File: src/design/branch_sysctl_regs.svh
`ifndef BRANCH_SYSCTL_REGS_SVH
`define BRANCH_SYSCTL_REGS_SVH
`define RESET_PC 32'h00000000
`define RESET_VBR 32'h00000000
`define VEC_TRAP_OFS 32'h00000100
`define VEC_ILLEGAL_OFS 32'h00000180
`define INSTR_BYTES 32'h00000002
`define BRANCH_BASE 32'h00000004
`define SR_T_BIT 0
`define SR_S_BIT 1
`define SR_MD_BIT 30
`define RESET_MD 1'b1
`define CTRL_SEL_STATUS 4'h0
`define CTRL_SEL_GBR 4'h1
`define CTRL_SEL_VBR 4'h2
`define CTRL_SEL_SSR 4'h3
`define CTRL_SEL_SPC 4'h4
`define SYS_SEL_MACH 4'h0
`define SYS_SEL_MACL 4'h1
`define SYS_SEL_PR 4'h2
`endif

File: src/design/branch_sysctl_pkg.sv
package branch_sysctl_pkg;
    typedef enum logic [4:0] {
        OP_NOP, OP_BF, OP_BT, OP_BRA, OP_FAR_RELATIVE_JUMP_BY_REGISTER, OP_BSR, OP_CALL_RELATIVE_BY_REGISTER, OP_JMP,
        OP_JSR, OP_RTS, OP_RTE, OP_SOFTWARE_TRAP, OP_ACCUMULATOR_CLEAR, OP_TEST_FLAG_CLEAR, OP_TEST_FLAG_SET,
        OP_AUX_FLAG_CLEAR, OP_AUX_FLAG_SET, OP_LDC, OP_LDC_M, OP_STC, OP_STC_M, OP_LDS,
        OP_LDS_M, OP_STS, OP_STS_M, OP_PAGE_ENTRY_LOAD, OP_CACHE_FILL_HINT, OP_SLEEP, OP_ADDI,
        OP_LOAD
    } op_type;
    typedef enum logic [1:0] {SZ_BYTE = 2'h0, SZ_WORD = 2'h1, SZ_LONG = 2'h2} size_type;
    typedef enum logic [1:0] {S_RUN = 2'h0, S_MEM = 2'h1, S_SLEEP = 2'h2} state_type;
    typedef struct packed {
        op_type op;
        logic delayed;
        size_type size;
        logic [3:0] source_reg_field;
        logic [3:0] dest_reg_field;
        logic [11:0] disp;
        logic [7:0] imm;
    } instr_type;
    typedef struct packed {
        logic valid;
        logic write;
        logic cache_fill_hint;
        size_type size;
        logic [31:0] addr;
        logic [31:0] wdata;
    } mem_req_type;
    typedef struct packed {
        logic md;
        logic s;
        logic t;
    } status_type;
    typedef struct packed {
        logic valid;
        logic illegal;
        logic [7:0] code;
    } exc_type;
endpackage

File: src/design/op_classify.sv
`timescale 1ns/1ps
module op_classify
    import branch_sysctl_pkg::*;
(
    input instr_type instr,
    output logic priv,
    output logic mem_op,
    output logic [15:0] reads
);
    always_comb begin
        priv = 1'b0;
        mem_op = 1'b0;
        reads = 16'h0000;
        unique case (instr.op)
            OP_LDC, OP_LDC_M, OP_STC, OP_STC_M, OP_RTE, OP_SLEEP, OP_PAGE_ENTRY_LOAD: priv = 1'b1;
            default: priv = 1'b0;
        endcase
        unique case (instr.op)
            OP_LDC_M, OP_STC_M, OP_LDS_M, OP_STS_M, OP_CACHE_FILL_HINT, OP_LOAD: mem_op = 1'b1;
            default: mem_op = 1'b0;
        endcase
        unique case (instr.op)
            OP_FAR_RELATIVE_JUMP_BY_REGISTER, OP_CALL_RELATIVE_BY_REGISTER, OP_JMP, OP_JSR, OP_LDC, OP_LDS, OP_LDC_M, OP_LDS_M,
            OP_LOAD: reads[instr.source_reg_field] = 1'b1;
            OP_ADDI, OP_STC_M, OP_STS_M, OP_CACHE_FILL_HINT: reads[instr.dest_reg_field] = 1'b1;
            default: reads = 16'h0000;
        endcase
    end
endmodule

File: src/design/branch_sysctl_instr_decode.sv
`timescale 1ns/1ps
`include "branch_sysctl_regs.svh"
module branch_sysctl_instr_decode
    import branch_sysctl_pkg::*;
(
    input logic ref_clk,
    input logic rstn,
    input instr_type instr_in,
    input logic instr_valid,
    output logic instr_ready_q,
    output logic [31:0] fetch_pc_q,
    input logic fetch_busy,
    output mem_req_type mem_req_q,
    input logic mem_ack,
    input logic [31:0] mem_rdata,
    input logic wake,
    output logic power_down_q,
    output logic page_entry_load_q,
    output status_type status_q,
    output exc_type exc_q,
    output logic [31:0] stall_cycles_q
);
    state_type state_q;
    logic [31:0] gpr_q [0:15];
    logic [31:0] gbr_q, vbr_q, ssr_q, spc_q, mach_q, macl_q, pr_q;
    logic slot_q;
    logic [31:0] slot_tgt_q;
    op_type pend_op_q;
    logic [3:0] pend_sel_q;
    size_type pend_size_q;
    logic priv, mem_op;
    logic [15:0] reads;
    logic taken, illegal, go, done;
    logic br, link, t_touch;
    logic [31:0] tgt, rm_v, rn_v, sdisp, pc_seq;
    logic gw, cw, sw;
    logic [3:0] gidx, csel, ssel;
    logic [31:0] gval, cval, sval;

    function automatic logic [31:0] scale(input logic [11:0] d, input size_type sz);
        logic [31:0] x;
        x = {{20{d[11]}}, d};
        unique case (sz)
            SZ_WORD: scale = {x[30:0], 1'b0};
            SZ_LONG: scale = {x[29:0], 2'b00};
            default: scale = x;
        endcase
    endfunction

    function automatic logic [31:0] sr_word(input status_type s);
        sr_word = 32'h00000000;
        sr_word[`SR_T_BIT] = s.t;
        sr_word[`SR_S_BIT] = s.s;
        sr_word[`SR_MD_BIT] = s.md;
    endfunction

    function automatic logic [31:0] ext_load(input logic [31:0] d, input size_type sz);
        unique case (sz)
            SZ_BYTE: ext_load = {{24{d[7]}}, d[7:0]};
            SZ_WORD: ext_load = {{16{d[15]}}, d[15:0]};
            default: ext_load = d;
        endcase
    endfunction

    op_classify u_class (
        .instr(instr_in),
        .priv(priv),
        .mem_op(mem_op),
        .reads(reads)
    );

    assign taken = instr_valid && instr_ready_q && (state_q == S_RUN);
    assign illegal = taken && priv && !status_q.md;
    assign go = taken && !illegal;
    assign done = (state_q == S_MEM) && mem_req_q.valid && mem_ack;
    assign rm_v = gpr_q[instr_in.source_reg_field];
    assign rn_v = gpr_q[instr_in.dest_reg_field];
    assign sdisp = scale(instr_in.disp, (instr_in.op == OP_LOAD) ? instr_in.size : SZ_LONG);
    assign pc_seq = slot_q ? slot_tgt_q : fetch_pc_q + `INSTR_BYTES;

    always_comb begin
        br = 1'b0;
        link = 1'b0;
        t_touch = 1'b0;
        tgt = fetch_pc_q + `BRANCH_BASE + scale(instr_in.disp, SZ_WORD);
        unique case (instr_in.op)
            OP_BF: br = !status_q.t;
            OP_BT: br = status_q.t;
            OP_BRA: br = 1'b1;
            OP_FAR_RELATIVE_JUMP_BY_REGISTER: begin
                br = 1'b1;
                tgt = fetch_pc_q + `BRANCH_BASE + rm_v;
            end
            OP_BSR: begin
                br = 1'b1;
                link = 1'b1;
            end
            OP_CALL_RELATIVE_BY_REGISTER: begin
                br = 1'b1;
                link = 1'b1;
                tgt = fetch_pc_q + `BRANCH_BASE + rm_v;
            end
            OP_JMP: begin
                br = 1'b1;
                tgt = rm_v;
            end
            OP_JSR: begin
                br = 1'b1;
                link = 1'b1;
                tgt = rm_v;
            end
            OP_RTS: begin
                br = 1'b1;
                tgt = pr_q;
            end
            OP_RTE: begin
                br = 1'b1;
                t_touch = 1'b1;
                tgt = spc_q;
            end
            OP_SOFTWARE_TRAP: begin
                br = 1'b1;
                tgt = vbr_q + `VEC_TRAP_OFS;
            end
            OP_TEST_FLAG_CLEAR, OP_TEST_FLAG_SET, OP_LDC, OP_LDC_M: t_touch = 1'b1;
            default: br = 1'b0;
        endcase
    end

    // one write port per register group, fed by decode or by load completion
    always_comb begin
        gw = 1'b0;
        gidx = instr_in.dest_reg_field;
        gval = rn_v + {{24{instr_in.imm[7]}}, instr_in.imm};
        if (done) begin
            gw = (pend_op_q == OP_LOAD);
            gidx = pend_sel_q;
            gval = ext_load(mem_rdata, pend_size_q);
        end else if (go) begin
            unique case (instr_in.op)
                OP_ADDI: gw = 1'b1;
                OP_STC: begin
                    gw = 1'b1;
                    unique case (instr_in.source_reg_field)
                        `CTRL_SEL_STATUS: gval = sr_word(status_q);
                        `CTRL_SEL_GBR: gval = gbr_q;
                        `CTRL_SEL_VBR: gval = vbr_q;
                        `CTRL_SEL_SSR: gval = ssr_q;
                        default: gval = spc_q;
                    endcase
                end
                OP_STS: begin
                    gw = 1'b1;
                    unique case (instr_in.source_reg_field)
                        `SYS_SEL_MACH: gval = mach_q;
                        `SYS_SEL_MACL: gval = macl_q;
                        default: gval = pr_q;
                    endcase
                end
                default: gw = 1'b0;
            endcase
        end
    end

    always_comb begin
        cw = go && (instr_in.op == OP_LDC);
        csel = instr_in.dest_reg_field;
        cval = rm_v;
        sw = go && (instr_in.op == OP_LDS);
        ssel = instr_in.dest_reg_field;
        sval = rm_v;
        if (done && pend_op_q == OP_LDC_M) begin
            cw = 1'b1;
            csel = pend_sel_q;
            cval = mem_rdata;
        end
        if (done && pend_op_q == OP_LDS_M) begin
            sw = 1'b1;
            ssel = pend_sel_q;
            sval = mem_rdata;
        end
    end

    always_ff @(posedge ref_clk or negedge rstn) begin
        if (!rstn) begin
            state_q <= S_RUN;
            instr_ready_q <= 1'b0;
            power_down_q <= 1'b0;
        end else begin
            unique case (state_q)
                S_RUN: begin
                    instr_ready_q <= !(go && (mem_op || instr_in.op == OP_SLEEP));
                    if (go && mem_op) begin
                        state_q <= S_MEM;
                    end else if (go && instr_in.op == OP_SLEEP) begin
                        state_q <= S_SLEEP;
                        power_down_q <= 1'b1;
                    end
                end
                S_MEM: begin
                    if (done) begin
                        state_q <= S_RUN;
                        // dependent follower waits one more cycle
                        instr_ready_q <= !(pend_op_q == OP_LOAD && instr_valid &&
                                           reads[pend_sel_q]);
                    end
                end
                S_SLEEP: begin
                    if (wake) begin
                        state_q <= S_RUN;
                        power_down_q <= 1'b0;
                        instr_ready_q <= 1'b1;
                    end
                end
                default: begin
                    state_q <= S_RUN;
                    instr_ready_q <= 1'b0;
                end
            endcase
        end
    end

    always_ff @(posedge ref_clk or negedge rstn) begin
        if (!rstn) begin
            fetch_pc_q <= `RESET_PC;
            slot_q <= 1'b0;
            slot_tgt_q <= `RESET_PC;
        end else if (illegal) begin
            fetch_pc_q <= vbr_q + `VEC_ILLEGAL_OFS;
            slot_q <= 1'b0;
        end else if (go) begin
            // target waits behind the slot instruction in delayed form
            if (br && instr_in.delayed && instr_in.op != OP_SOFTWARE_TRAP) begin
                fetch_pc_q <= fetch_pc_q + `INSTR_BYTES;
                slot_q <= 1'b1;
                slot_tgt_q <= tgt;
            end else if (br) begin
                fetch_pc_q <= tgt;
                slot_q <= 1'b0;
            end else begin
                fetch_pc_q <= pc_seq;
                slot_q <= 1'b0;
            end
        end
    end

    always_ff @(posedge ref_clk or negedge rstn) begin
        if (!rstn) begin
            for (int i = 0; i < 16; i++) begin
                gpr_q[i] <= 32'h00000000;
            end
        end else if (gw) begin
            gpr_q[gidx] <= gval;
        end
    end

    always_ff @(posedge ref_clk or negedge rstn) begin
        if (!rstn) begin
            status_q <= '{md: `RESET_MD, s: 1'b0, t: 1'b0};
            gbr_q <= 32'h00000000;
            vbr_q <= `RESET_VBR;
            ssr_q <= 32'h00000000;
            spc_q <= 32'h00000000;
        end else if (illegal) begin
            ssr_q <= sr_word(status_q);
            spc_q <= fetch_pc_q;
            status_q.md <= 1'b1;
        end else begin
            if (go) begin
                unique case (instr_in.op)
                    OP_TEST_FLAG_CLEAR: status_q.t <= 1'b0;
                    OP_TEST_FLAG_SET: status_q.t <= 1'b1;
                    OP_AUX_FLAG_CLEAR: status_q.s <= 1'b0;
                    OP_AUX_FLAG_SET: status_q.s <= 1'b1;
                    OP_SOFTWARE_TRAP: begin
                        ssr_q <= sr_word(status_q);
                        spc_q <= fetch_pc_q + `INSTR_BYTES;
                        status_q.md <= 1'b1;
                    end
                    OP_RTE: begin
                        status_q.t <= ssr_q[`SR_T_BIT];
                        status_q.s <= ssr_q[`SR_S_BIT];
                        status_q.md <= ssr_q[`SR_MD_BIT];
                    end
                    default: status_q <= status_q;
                endcase
            end
            if (cw) begin
                unique case (csel)
                    `CTRL_SEL_STATUS: begin
                        status_q.t <= cval[`SR_T_BIT];
                        status_q.s <= cval[`SR_S_BIT];
                        status_q.md <= cval[`SR_MD_BIT];
                    end
                    `CTRL_SEL_GBR: gbr_q <= cval;
                    `CTRL_SEL_VBR: vbr_q <= cval;
                    `CTRL_SEL_SSR: ssr_q <= cval;
                    default: spc_q <= cval;
                endcase
            end
        end
    end

    always_ff @(posedge ref_clk or negedge rstn) begin
        if (!rstn) begin
            mach_q <= 32'h00000000;
            macl_q <= 32'h00000000;
            pr_q <= 32'h00000000;
        end else begin
            if (go && instr_in.op == OP_ACCUMULATOR_CLEAR) begin
                mach_q <= 32'h00000000;
                macl_q <= 32'h00000000;
            end
            if (go && link) begin
                pr_q <= fetch_pc_q + `BRANCH_BASE;
            end
            if (sw) begin
                unique case (ssel)
                    `SYS_SEL_MACH: mach_q <= sval;
                    `SYS_SEL_MACL: macl_q <= sval;
                    default: pr_q <= sval;
                endcase
            end
        end
    end

    // data access yields the shared path to a fetch in progress
    always_ff @(posedge ref_clk or negedge rstn) begin
        if (!rstn) begin
            mem_req_q <= '0;
            pend_op_q <= OP_NOP;
            pend_sel_q <= 4'h0;
            pend_size_q <= SZ_LONG;
        end else if (go && mem_op) begin
            mem_req_q.valid <= !fetch_busy;
            mem_req_q.write <= (instr_in.op == OP_STC_M) || (instr_in.op == OP_STS_M);
            mem_req_q.cache_fill_hint <= (instr_in.op == OP_CACHE_FILL_HINT);
            mem_req_q.size <= (instr_in.op == OP_LOAD) ? instr_in.size : SZ_LONG;
            mem_req_q.addr <= ((instr_in.op == OP_LOAD || instr_in.op == OP_LDC_M ||
                                instr_in.op == OP_LDS_M) ? rm_v : rn_v) + sdisp;
            mem_req_q.wdata <= (instr_in.op == OP_STC_M) ?
                               ((instr_in.source_reg_field == `CTRL_SEL_STATUS) ?
                                sr_word(status_q) : gbr_q) :
                               ((instr_in.source_reg_field == `SYS_SEL_MACH) ? mach_q :
                                (instr_in.source_reg_field == `SYS_SEL_MACL) ? macl_q : pr_q);
            pend_op_q <= instr_in.op;
            pend_sel_q <= instr_in.dest_reg_field;
            pend_size_q <= instr_in.size;
        end else if (done) begin
            mem_req_q.valid <= 1'b0;
        end else if (state_q == S_MEM && !mem_req_q.valid && !fetch_busy) begin
            mem_req_q.valid <= 1'b1;
        end
    end

    always_ff @(posedge ref_clk or negedge rstn) begin
        if (!rstn) begin
            exc_q <= '0;
            page_entry_load_q <= 1'b0;
            stall_cycles_q <= 32'h00000000;
        end else begin
            exc_q.valid <= illegal || (go && instr_in.op == OP_SOFTWARE_TRAP);
            exc_q.illegal <= illegal;
            exc_q.code <= instr_in.imm;
            page_entry_load_q <= go && (instr_in.op == OP_PAGE_ENTRY_LOAD);
            if ((state_q == S_MEM && !mem_req_q.valid) ||
                (state_q == S_RUN && !instr_ready_q)) begin
                stall_cycles_q <= stall_cycles_q + 32'h00000001;
            end
        end
    end

    a_bf_no_take: assert property (@(posedge ref_clk) disable iff (!rstn)
        go && instr_in.op == OP_BF && status_q.t && !slot_q |=>
        fetch_pc_q == $past(fetch_pc_q) + `INSTR_BYTES) else $error("bf taken with t set");
    a_call_link: assert property (@(posedge ref_clk) disable iff (!rstn)
        go && instr_in.op == OP_BSR |=> pr_q == $past(fetch_pc_q) + `BRANCH_BASE)
        else $error("call link wrong");
    a_t_kept: assert property (@(posedge ref_clk) disable iff (!rstn)
        go && !t_touch && !done |=> $stable(status_q.t)) else $error("t changed");
    a_req_yields: assert property (@(posedge ref_clk) disable iff (!rstn)
        $rose(mem_req_q.valid) |-> !$past(fetch_busy)) else $error("request during fetch");
    a_load_stall: assert property (@(posedge ref_clk) disable iff (!rstn)
        done && pend_op_q == OP_LOAD && instr_valid && reads[pend_sel_q] |=>
        !instr_ready_q ##1 instr_ready_q) else $error("load use not stalled");
    a_priv_refused: assert property (@(posedge ref_clk) disable iff (!rstn)
        taken && priv && !status_q.md |=> exc_q.valid && exc_q.illegal &&
        fetch_pc_q == $past(vbr_q) + `VEC_ILLEGAL_OFS) else $error("privilege not refused");
    a_trap_entry: assert property (@(posedge ref_clk) disable iff (!rstn)
        go && instr_in.op == OP_SOFTWARE_TRAP |=> status_q.md && exc_q.valid &&
        fetch_pc_q == $past(vbr_q) + `VEC_TRAP_OFS) else $error("trap entry wrong");
    // an early wake may end the sleep after one cycle
    a_sleep_enter: assert property (@(posedge ref_clk) disable iff (!rstn)
        go && instr_in.op == OP_SLEEP |=> (power_down_q && !instr_ready_q) ##1
        ((power_down_q && !instr_ready_q) || $past(wake)))
        else $error("sleep not entered");
    a_mac_clear: assert property (@(posedge ref_clk) disable iff (!rstn)
        go && instr_in.op == OP_ACCUMULATOR_CLEAR |=> mach_q == 32'h00000000 && macl_q == 32'h00000000)
        else $error("accumulator not cleared");
    a_addi_sum: assert property (@(posedge ref_clk) disable iff (!rstn)
        go && instr_in.op == OP_ADDI |=> gpr_q[$past(instr_in.dest_reg_field)] ==
        $past(rn_v) + {{24{$past(instr_in.imm[7])}}, $past(instr_in.imm)})
        else $error("add immediate wrong");
endmodule

File: config.mk
export PLATFORM = sky130hd
export DESIGN_NAME = branch_sysctl_instr_decode
export DESIGN_NICKNAME = d
export VERILOG_FILES = /design/src/design/branch_sysctl_pkg.sv /design/src/design/op_classify.sv /design/src/design/branch_sysctl_instr_decode.sv
export VERILOG_INCLUDE_DIRS = /design/src /design/src/design
export SDC_FILE = /design/constraint.sdc
export NUM_CORES = 2
export LEC_CHECK = 0
export BUFFER_PORTS_ARGS = -buffer_cell sky130_fd_sc_hd__buf_2
export CORE_MARGIN = 3
export CORE_UTILIZATION = 65
export CTS_BUF_LIST = sky130_fd_sc_hd__clkbuf_8
export DETAILED_ROUTE_END_ITERATION = 10
export HOLD_SLACK_MARGIN = 0.02
export PLACE_DENSITY = 0.94
export SLEW_MARGIN = 20
export SYNTH_ARGS = -nofsm -noshare
export SYNTH_HDL_FRONTEND = slang
export SYNTH_SLANG_ARGS = --single-unit
File: constraint.sdc
create_clock -name ref_clk -period 9 [get_ports ref_clk]
set_clock_uncertainty 0.15 [all_clocks]
set_input_delay 0.45 -clock ref_clk [delete_from_list [all_inputs] [get_ports ref_clk]]
set_output_delay 0.45 -clock ref_clk [all_outputs]
set_load 0.02 [all_outputs]
# ---- Word-level counts from Yosys, hierarchy flattened
# Index checks and enable logic that the tools add are counted.
dict set report totals {
  inputBits 74
  wordCells 278
  reg_bits 931
  out_inout_bits 149
}
dict set report classes {
  n_lt_le_gt_ge 9
  n_bitwise 4
  n_reduce_logical 67
  eq_ne 50
  n_mux 93
  addsub 9
}
# cell n
set ops {}
lappend ops {{$mux W32} 38}
lappend ops {{$bwmux W512} 1}
lappend ops {{$bmux W32 S4} 2}
lappend ops {{$pmux W32 S2} 3}
lappend ops {{$pmux W32 S5} 1}
lappend ops {{$add A32 B32 Y32} 4}
lappend ops {{$demux W32 S4} 1}
lappend ops {{$pmux W32 S4} 1}
lappend ops {{$eq A5 B5 Y1 const B} 17}
lappend ops {{$add A32 B9 Y32 const B} 2}
lappend ops {{$eq A5 B4 Y1 const B} 8}
lappend ops {{$add A32 B1 Y32 const B} 1}
lappend ops {{$add A32 B2 Y32 const B} 1}
lappend ops {{$add A32 B3 Y32 const B} 1}
lappend ops {{$pmux W16 S2} 1}
lappend ops {{$logic_and A1 B1 Y1} 28}
lappend ops {{$pmux W13 S2} 1}
lappend ops {{$mux W1} 23}
lappend ops {{$eq A5 B3 Y1 const B} 4}
lappend ops {{$reduce_or A9 Y1} 2}
lappend ops {{$eq A4 B2 Y1 const B} 4}
lappend ops {{$ge A5 B5 Y1 const B} 3}
lappend ops {{$lt A4 B5 Y1 const B} 3}
lappend ops {{$not A4 Y5} 3}
lappend ops {{other kinds (34)} 79}

# ---- Logic depth before layout (Yosys ltp)
dict set report logic_depth {
  depth_word 11
  ltp_mapped 26
  mapped_depth_nobuf 21
}

# ---- Hierarchy
# From an unflattened synthesis, not the netlist that was laid out.
dict set report unflattened {
  cells_unflattened 5972
  hier_area_um2 56964.6
}
# module cells_each n_inst area_per_inst_um2 seq_area_each_um2
set by_module_without_submodules {}
lappend by_module_without_submodules {branch_sysctl_instr_decode 5901 1 56534.2 23299.8}
lappend by_module_without_submodules {op_classify 71 1 430.4 0.0}

# ---- Worst setup path before layout
# No wires, ideal clock.
dict set report synth_path {
  path_type {input port to flip-flop}
  start {input instr_in[24] in the netlist's numbering}
  end {register mem_req_q[61] in the netlist's numbering}
  setup_ns 0.134
  n_path_buf 7
  cell_stages 25
  arrival_time_ns 6.134
  path_slack_ns 2.582
  required_time_ns 8.716
  cell_sequence {buf_6 -> buf_12 -> buf_4 -> buf_2 -> buf_6 -> buf_2 -> buf_2 -> mux4_2 -> mux4_2 -> inv_1 -> nor2_1 -> a21o_1 -> ha_1 -> a21o_1 -> a21o_1 -> a2111oi_0 -> o31ai_1 -> a311o_1 -> a2111oi_0 -> or3_1 -> o41a_1 -> a21oi_1 -> a21oi_1 -> xor2_1 -> o21ai_0}
}
dict set report synth_between {
  elab_chain_len 6
}
# item line
set synth_rtl {}
lappend synth_rtl {{from (decl)} branch_sysctl_instr_decode.sv:8} ;# input instr_type instr_in,
lappend synth_rtl {{$not A4 Y5 (not written as such)} branch_sysctl_instr_decode.sv:76} ;# assign rm_v = gpr_q[instr_in.source_reg_field];
lappend synth_rtl {{$bmux W32 S4} branch_sysctl_instr_decode.sv:76}
lappend synth_rtl {{$mux W32 (not written as such) (2 in series)} branch_sysctl_instr_decode.sv:76}
lappend synth_rtl {{$mux W32} branch_sysctl_instr_decode.sv:340} ;# instr_in.op == OP_LDS_M) ? rm_v : rn_v) + sdisp;
lappend synth_rtl {{$add A32 B32 Y32} branch_sysctl_instr_decode.sv:340}
lappend synth_rtl {{to (decl)} branch_sysctl_instr_decode.sv:13} ;# output mem_req_type mem_req_q,
# Every way passes these cells. The select of a mux whose other input is x is not followed.
# A chain may end at the register's enable or synchronous reset.

# ---- Final worst setup path
dict set report layout_path {
  start {register state_q[0]}
  end {register gpr_q[82] in the netlist's numbering}
}
dict set report layout_between {
  elab_chain_len 10
  word_cells_on_any_way 21
  classes_between {order compare: 2; eq/ne: 1; mux: 8; bitwise: 1; reduce/logical: 9}
}
# item line
set layout_rtl {}
lappend layout_rtl {{from (decl)} branch_sysctl_instr_decode.sv:23} ;# state_type state_q;
lappend layout_rtl {{from (signal assigned)} branch_sysctl_instr_decode.sv:186} ;# state_q <= S_RUN;
lappend layout_rtl {{from (signal assigned)} branch_sysctl_instr_decode.sv:194} ;# state_q <= S_MEM;
lappend layout_rtl {{from (signal assigned)} branch_sysctl_instr_decode.sv:196} ;# state_q <= S_SLEEP;
lappend layout_rtl {{$eq A2 B1 Y1} branch_sysctl_instr_decode.sv:75} ;# assign done = (state_q == S_MEM) && mem_req_q.valid && mem_ack;
lappend layout_rtl {{$logic_and A1 B1 Y1 (2 in series)} branch_sysctl_instr_decode.sv:75}
lappend layout_rtl {{$mux W4} branch_sysctl_instr_decode.sv:135} ;# if (done) begin
lappend layout_rtl {{$not A4 Y5 (not written as such)} branch_sysctl_instr_decode.sv:253} ;# gpr_q[gidx] <= gval;
lappend layout_rtl {{$ge A5 B5 Y1 (not written as such) / $lt A5 B1 Y1 (equally long branches)} branch_sysctl_instr_decode.sv:253}
lappend layout_rtl {{$logic_and A1 B1 Y1 (not written as such)} branch_sysctl_instr_decode.sv:253}
lappend layout_rtl {{$mux W32 (not written as such)} branch_sysctl_instr_decode.sv:253}
lappend layout_rtl {{$demux W32 S4} branch_sysctl_instr_decode.sv:253}
lappend layout_rtl {{$bwmux W512} branch_sysctl_instr_decode.sv:253}
lappend layout_rtl {{to (signal, indexed assignment)} branch_sysctl_instr_decode.sv:253}
lappend layout_rtl {{to (decl)} branch_sysctl_instr_decode.sv:24} ;# logic [31:0] gpr_q [0:15];
# Parallel ways exist; a longest one is shown, timed or not.

==> reports/qor.yml <==
clock_tree:
  clock_latency_ps: 900
  cts_setup_buffers: 0
  clock_sinks: 931
  clockBufferDepth: 3
  clkSlewWorstSetupHoldPaths_ps: 60
  cts_tree: "built"
  cts_root_buf: "clkbuf_8"
  h-tree-depth: 4
  cts_buffers: 157
worst_setup_path:
  worstSetupStartpointType: "flip-flop"
  required_ps: 9560
  critPathBufInv: 4
  worstSetupEndpointType: "flip-flop"
  worstPathMaxFanout: 47
  cp_top_family: "buffers and inverters"
  slowest_delay_ps: 870
  cp_slowest_cell: "a211o_1"
  critPathKind: "flip-flop to flip-flop"
  worstPathArrival_ps: 6780
  crit_chain: "nor2_1 -> nand3_2 -> buf_4 -> a211o_1 -> clkinv_2 -> nor2_4 -> buf_4 -> nand4_1 -> buf_4 -> a221oi_1 -> or2_0 -> o21ai_0"
  critPathMostFrequentCell: "buf_4"
drt:
  ant_nets: 0
  routed-via-count: 54040
  routed_wl_um: 220500
  wire_per_inst_um: 30.57
  drcViolationCount: 1
  via_per_inst: 7.491
  first_pass_iters: 11
  detail_route.iter0.violations: 9514
timing:
  worst_pin_slew_ps: 1301
  fin_tns_setup_ps: 0
  timing.slew.headroom_pct: 11.90
  fin_crit_sh_pct: 69.10
  timing.final.ws_setup_ps: 2781
  finalCriticalPeriod_ps: 6219
  setup_viol: 0
  slew_viol_final: 0
  hold_viol: 0
  grt_setup_unrepaired: "no"
  fmax_mhz: 160.8
global_route:
  antenna_found_initial: 9
  grt_pass1_vias: 54140
  grtUsageTotal_pct: 48.25
  overflow: 0
  grt_start_max_net_pins: 202
  grt_pass1_wl_um: 328200
floorplan:
  num_rows: 107
  core_area_um2: 85950
  die-area_um2: 91150
  num_io_pins: 223
  die_w_um: 301.9
  start_util_pct: 66.22
  fp.dieH_um: 301.9
finish:
  drive_gt1_share_pct: 17.35
  multi_input_comb_area_um2: 31550
  area_growth_pct: 9.464
  utilization_pct: 72.49
  regArea_um2: 23300
  final_area_um2: 62300
  fill_cells: 5726
  layout.nets: 6151
outcome:
  violations: "design-rule violations"
  outcome: "finished with violations"
yosys:
  synthDistinctLibCells: 91
  synth_nets: 6096
  ys_warn_count: 0
  avgSynthCellArea_um2: 9.668
  ys_seq_area_share_pct: 40.94
  async_flop_share_pct: 100.0
  synth_ff_type: "dfrtp_1"
  synthesis.area_um2: 56920
  synth-seq-cells: 931
  synth_edf_count: 0
  syn_inst: 5887
place:
  post_dp_cell_area_um2: 58500
  gp_congestion: 1.092
  place_ws_ps: 2357
  io_buffers: 222
  dp_hpwl_um: 138400
power:
  peakVddDrop_mv: 0.1787
  cellPowerDensity_nw_per_um2: 241.3
  power.leakage_nw: 27.89
job:
  cap_violations: 0
min_path:
  min_path_type: "primary input to async pin"
==> timing repair <==
action	4_1_cts	5_1_grt
hold buffers	51	0
hold endpoints to repair	282	0
gates resized for setup	0	0
==> stage by stage <==
stage / cells / hold WS (ps) / power, mW
3_5_place_dp: 6875 / 311.5 / 10.67
4_1_cts: 7207 / 36.03 / 14.61
5_1_grt: 7210 / 88.37 / 15.52
3_3_place_gp: 6875 / 303.7 / 10.48
6_report: 7214 / 54.22 / 15.03
2_1_floorplan: 5887 / 4.409 / 8.834
==> synth_stat cells, types with 10 or more instances <==
cell type,n,area [um^2]
nand2_1,952,3573
dfrtp_1,929,23250
o21ai_0,902,4514
clkbuf_1,342,1284
nor2_1,317,1190
mux4_2,315,7094
a21oi_1,278,1391
mux2i_1,150,1501
nand3_1,140,700.7
xnor2_1,137,1200
ha_1,131,1639
xor2_1,103,902.1
a21o_1,101,758.2
mux2_2,90,1013
buf_2,84,420.4
a22oi_1,74,555.5
inv_1,63,236.5
nand2b_1,60,375.4
buf_1,53,198.9
nor3_1,51,255.2
a31oi_1,44,275.3
a211oi_1,43,322.8
a221oi_1,42,367.9
nor2b_1,41,256.5
nand4_1,36,225.2
o211ai_1,34,255.2
and3_1,30,187.7
o32ai_1,23,201.4
and2_1,18,112.6
o21a_1,18,135.1
o31ai_1,18,135.1
and4_1,17,148.9
o21bai_1,17,127.6
a222oi_1,15,150.1
o22ai_1,15,93.84
o221ai_1,14,122.6
o31a_1,14,122.6
or3_1,14,87.58
or2_2,12,75.07
o32a_1,10,100.1
==> routing by layer <==
| layer | GRT usage, % | part of all wire [%] |
|---|---|---|
| met1 | 58.06 | 32 |
| met2 | 68.13 | 41 |
| met3 | 22.46 | 17 |
| met4 | 34.98 | 9.7 |
| met5 | 1.323 | 0.11 |
==> cell type report <==
type / instances / area share (%)
Inverter: 64 / 0.3876
Sequential cell: 931 / 37.40
Timing Repair Buffer: 383 / 4.093
Clock buffer: 191 / 4.219
Clock inverter: 90 / 0.9499
Tap cell: 1144 / 2.297
Multi-Input combinational cell: 4405 / 50.63
Antenna cell: 6 / 0.02410
==> cell families after synthesis <==
logic type | after synthesis | synth area share [%]
AO/OA/AOI/OAI | 1749 | 18.34
AND/OR/NAND/NOR | 1723 | 13.11
flip-flops | 931 | 40.94
multiplexers | 555 | 16.88
buffers and inverters | 551 | 3.928
XOR/XNOR | 242 | 3.761
adder cells (fa/ha/maj) | 136 | 3.040
==> cell usage in the layout (no fill, tap or decap), types with 137 or more instances in the layout <==
cell type,count
o21ai_0,899
nand2_1,931
xnor2_1,137
nand3_1,138
nor2_1,311
mux4_2,315
a21oi_1,275
buf_2,217
clkbuf_8,192
dfrtp_1,929
mux2i_1,150
==> where the power goes <==
part | leakage [nW] | switching (mW) | total (mW) | internal, mW
combinational | 13.5 | 3.34 | 5.23 | 1.89
clock | 1.84 | 1.88 | 3.98 | 2.10
sequential | 12.6 | 0.937 | 5.82 | 4.88
==> flip-flops by register name, indices dropped and copies added, names as in the netlist <==
register / cells
slot_tgt_q: 32
instr_ready_q: 1
state_q: 2
slot_q: 1
mach_q: 32
gbr_q: 32
exc_q: 10
fetch_pc_q: 32
stall_cycles_q: 32
page_entry_load_q: 1
spc_q: 32
pr_q: 32
pend_op_q: 5
power_down_q: 1
pend_sel_q: 4
status_q: 3
pend_size_q: 2
gpr_q: 512
ssr_q: 32
macl_q: 32
vbr_q: 32
mem_req_q: 69
==> path summary, 6_finish.rpt <==
path                       slack, ps  cells past startpoint                              to                 startpoint
setup / recovery                2780                     12           gpr_q[82]$_DFFE_PN0P_     state_q[0]$_DFFE_PN0P_
hold / removal                    50                      2          gpr_q[287]$_DFFE_PN0P_                       rstn
setup reg to reg                2780                     12           gpr_q[82]$_DFFE_PN0P_     state_q[0]$_DFFE_PN0P_
hold reg to reg                  320                      2       mem_req_q[16]$_DFFE_PN0P_  mem_req_q[16]$_DFFE_PN0P_
max in group asynchronous       6280                      5  stall_cycles_q[11]$_DFFE_PN0P_                       rstn
min in group ref_clk              70                      4       mem_req_q[67]$_DFFE_PN0P_               instr_in[35]
Power figures use the tool's default switching activity.
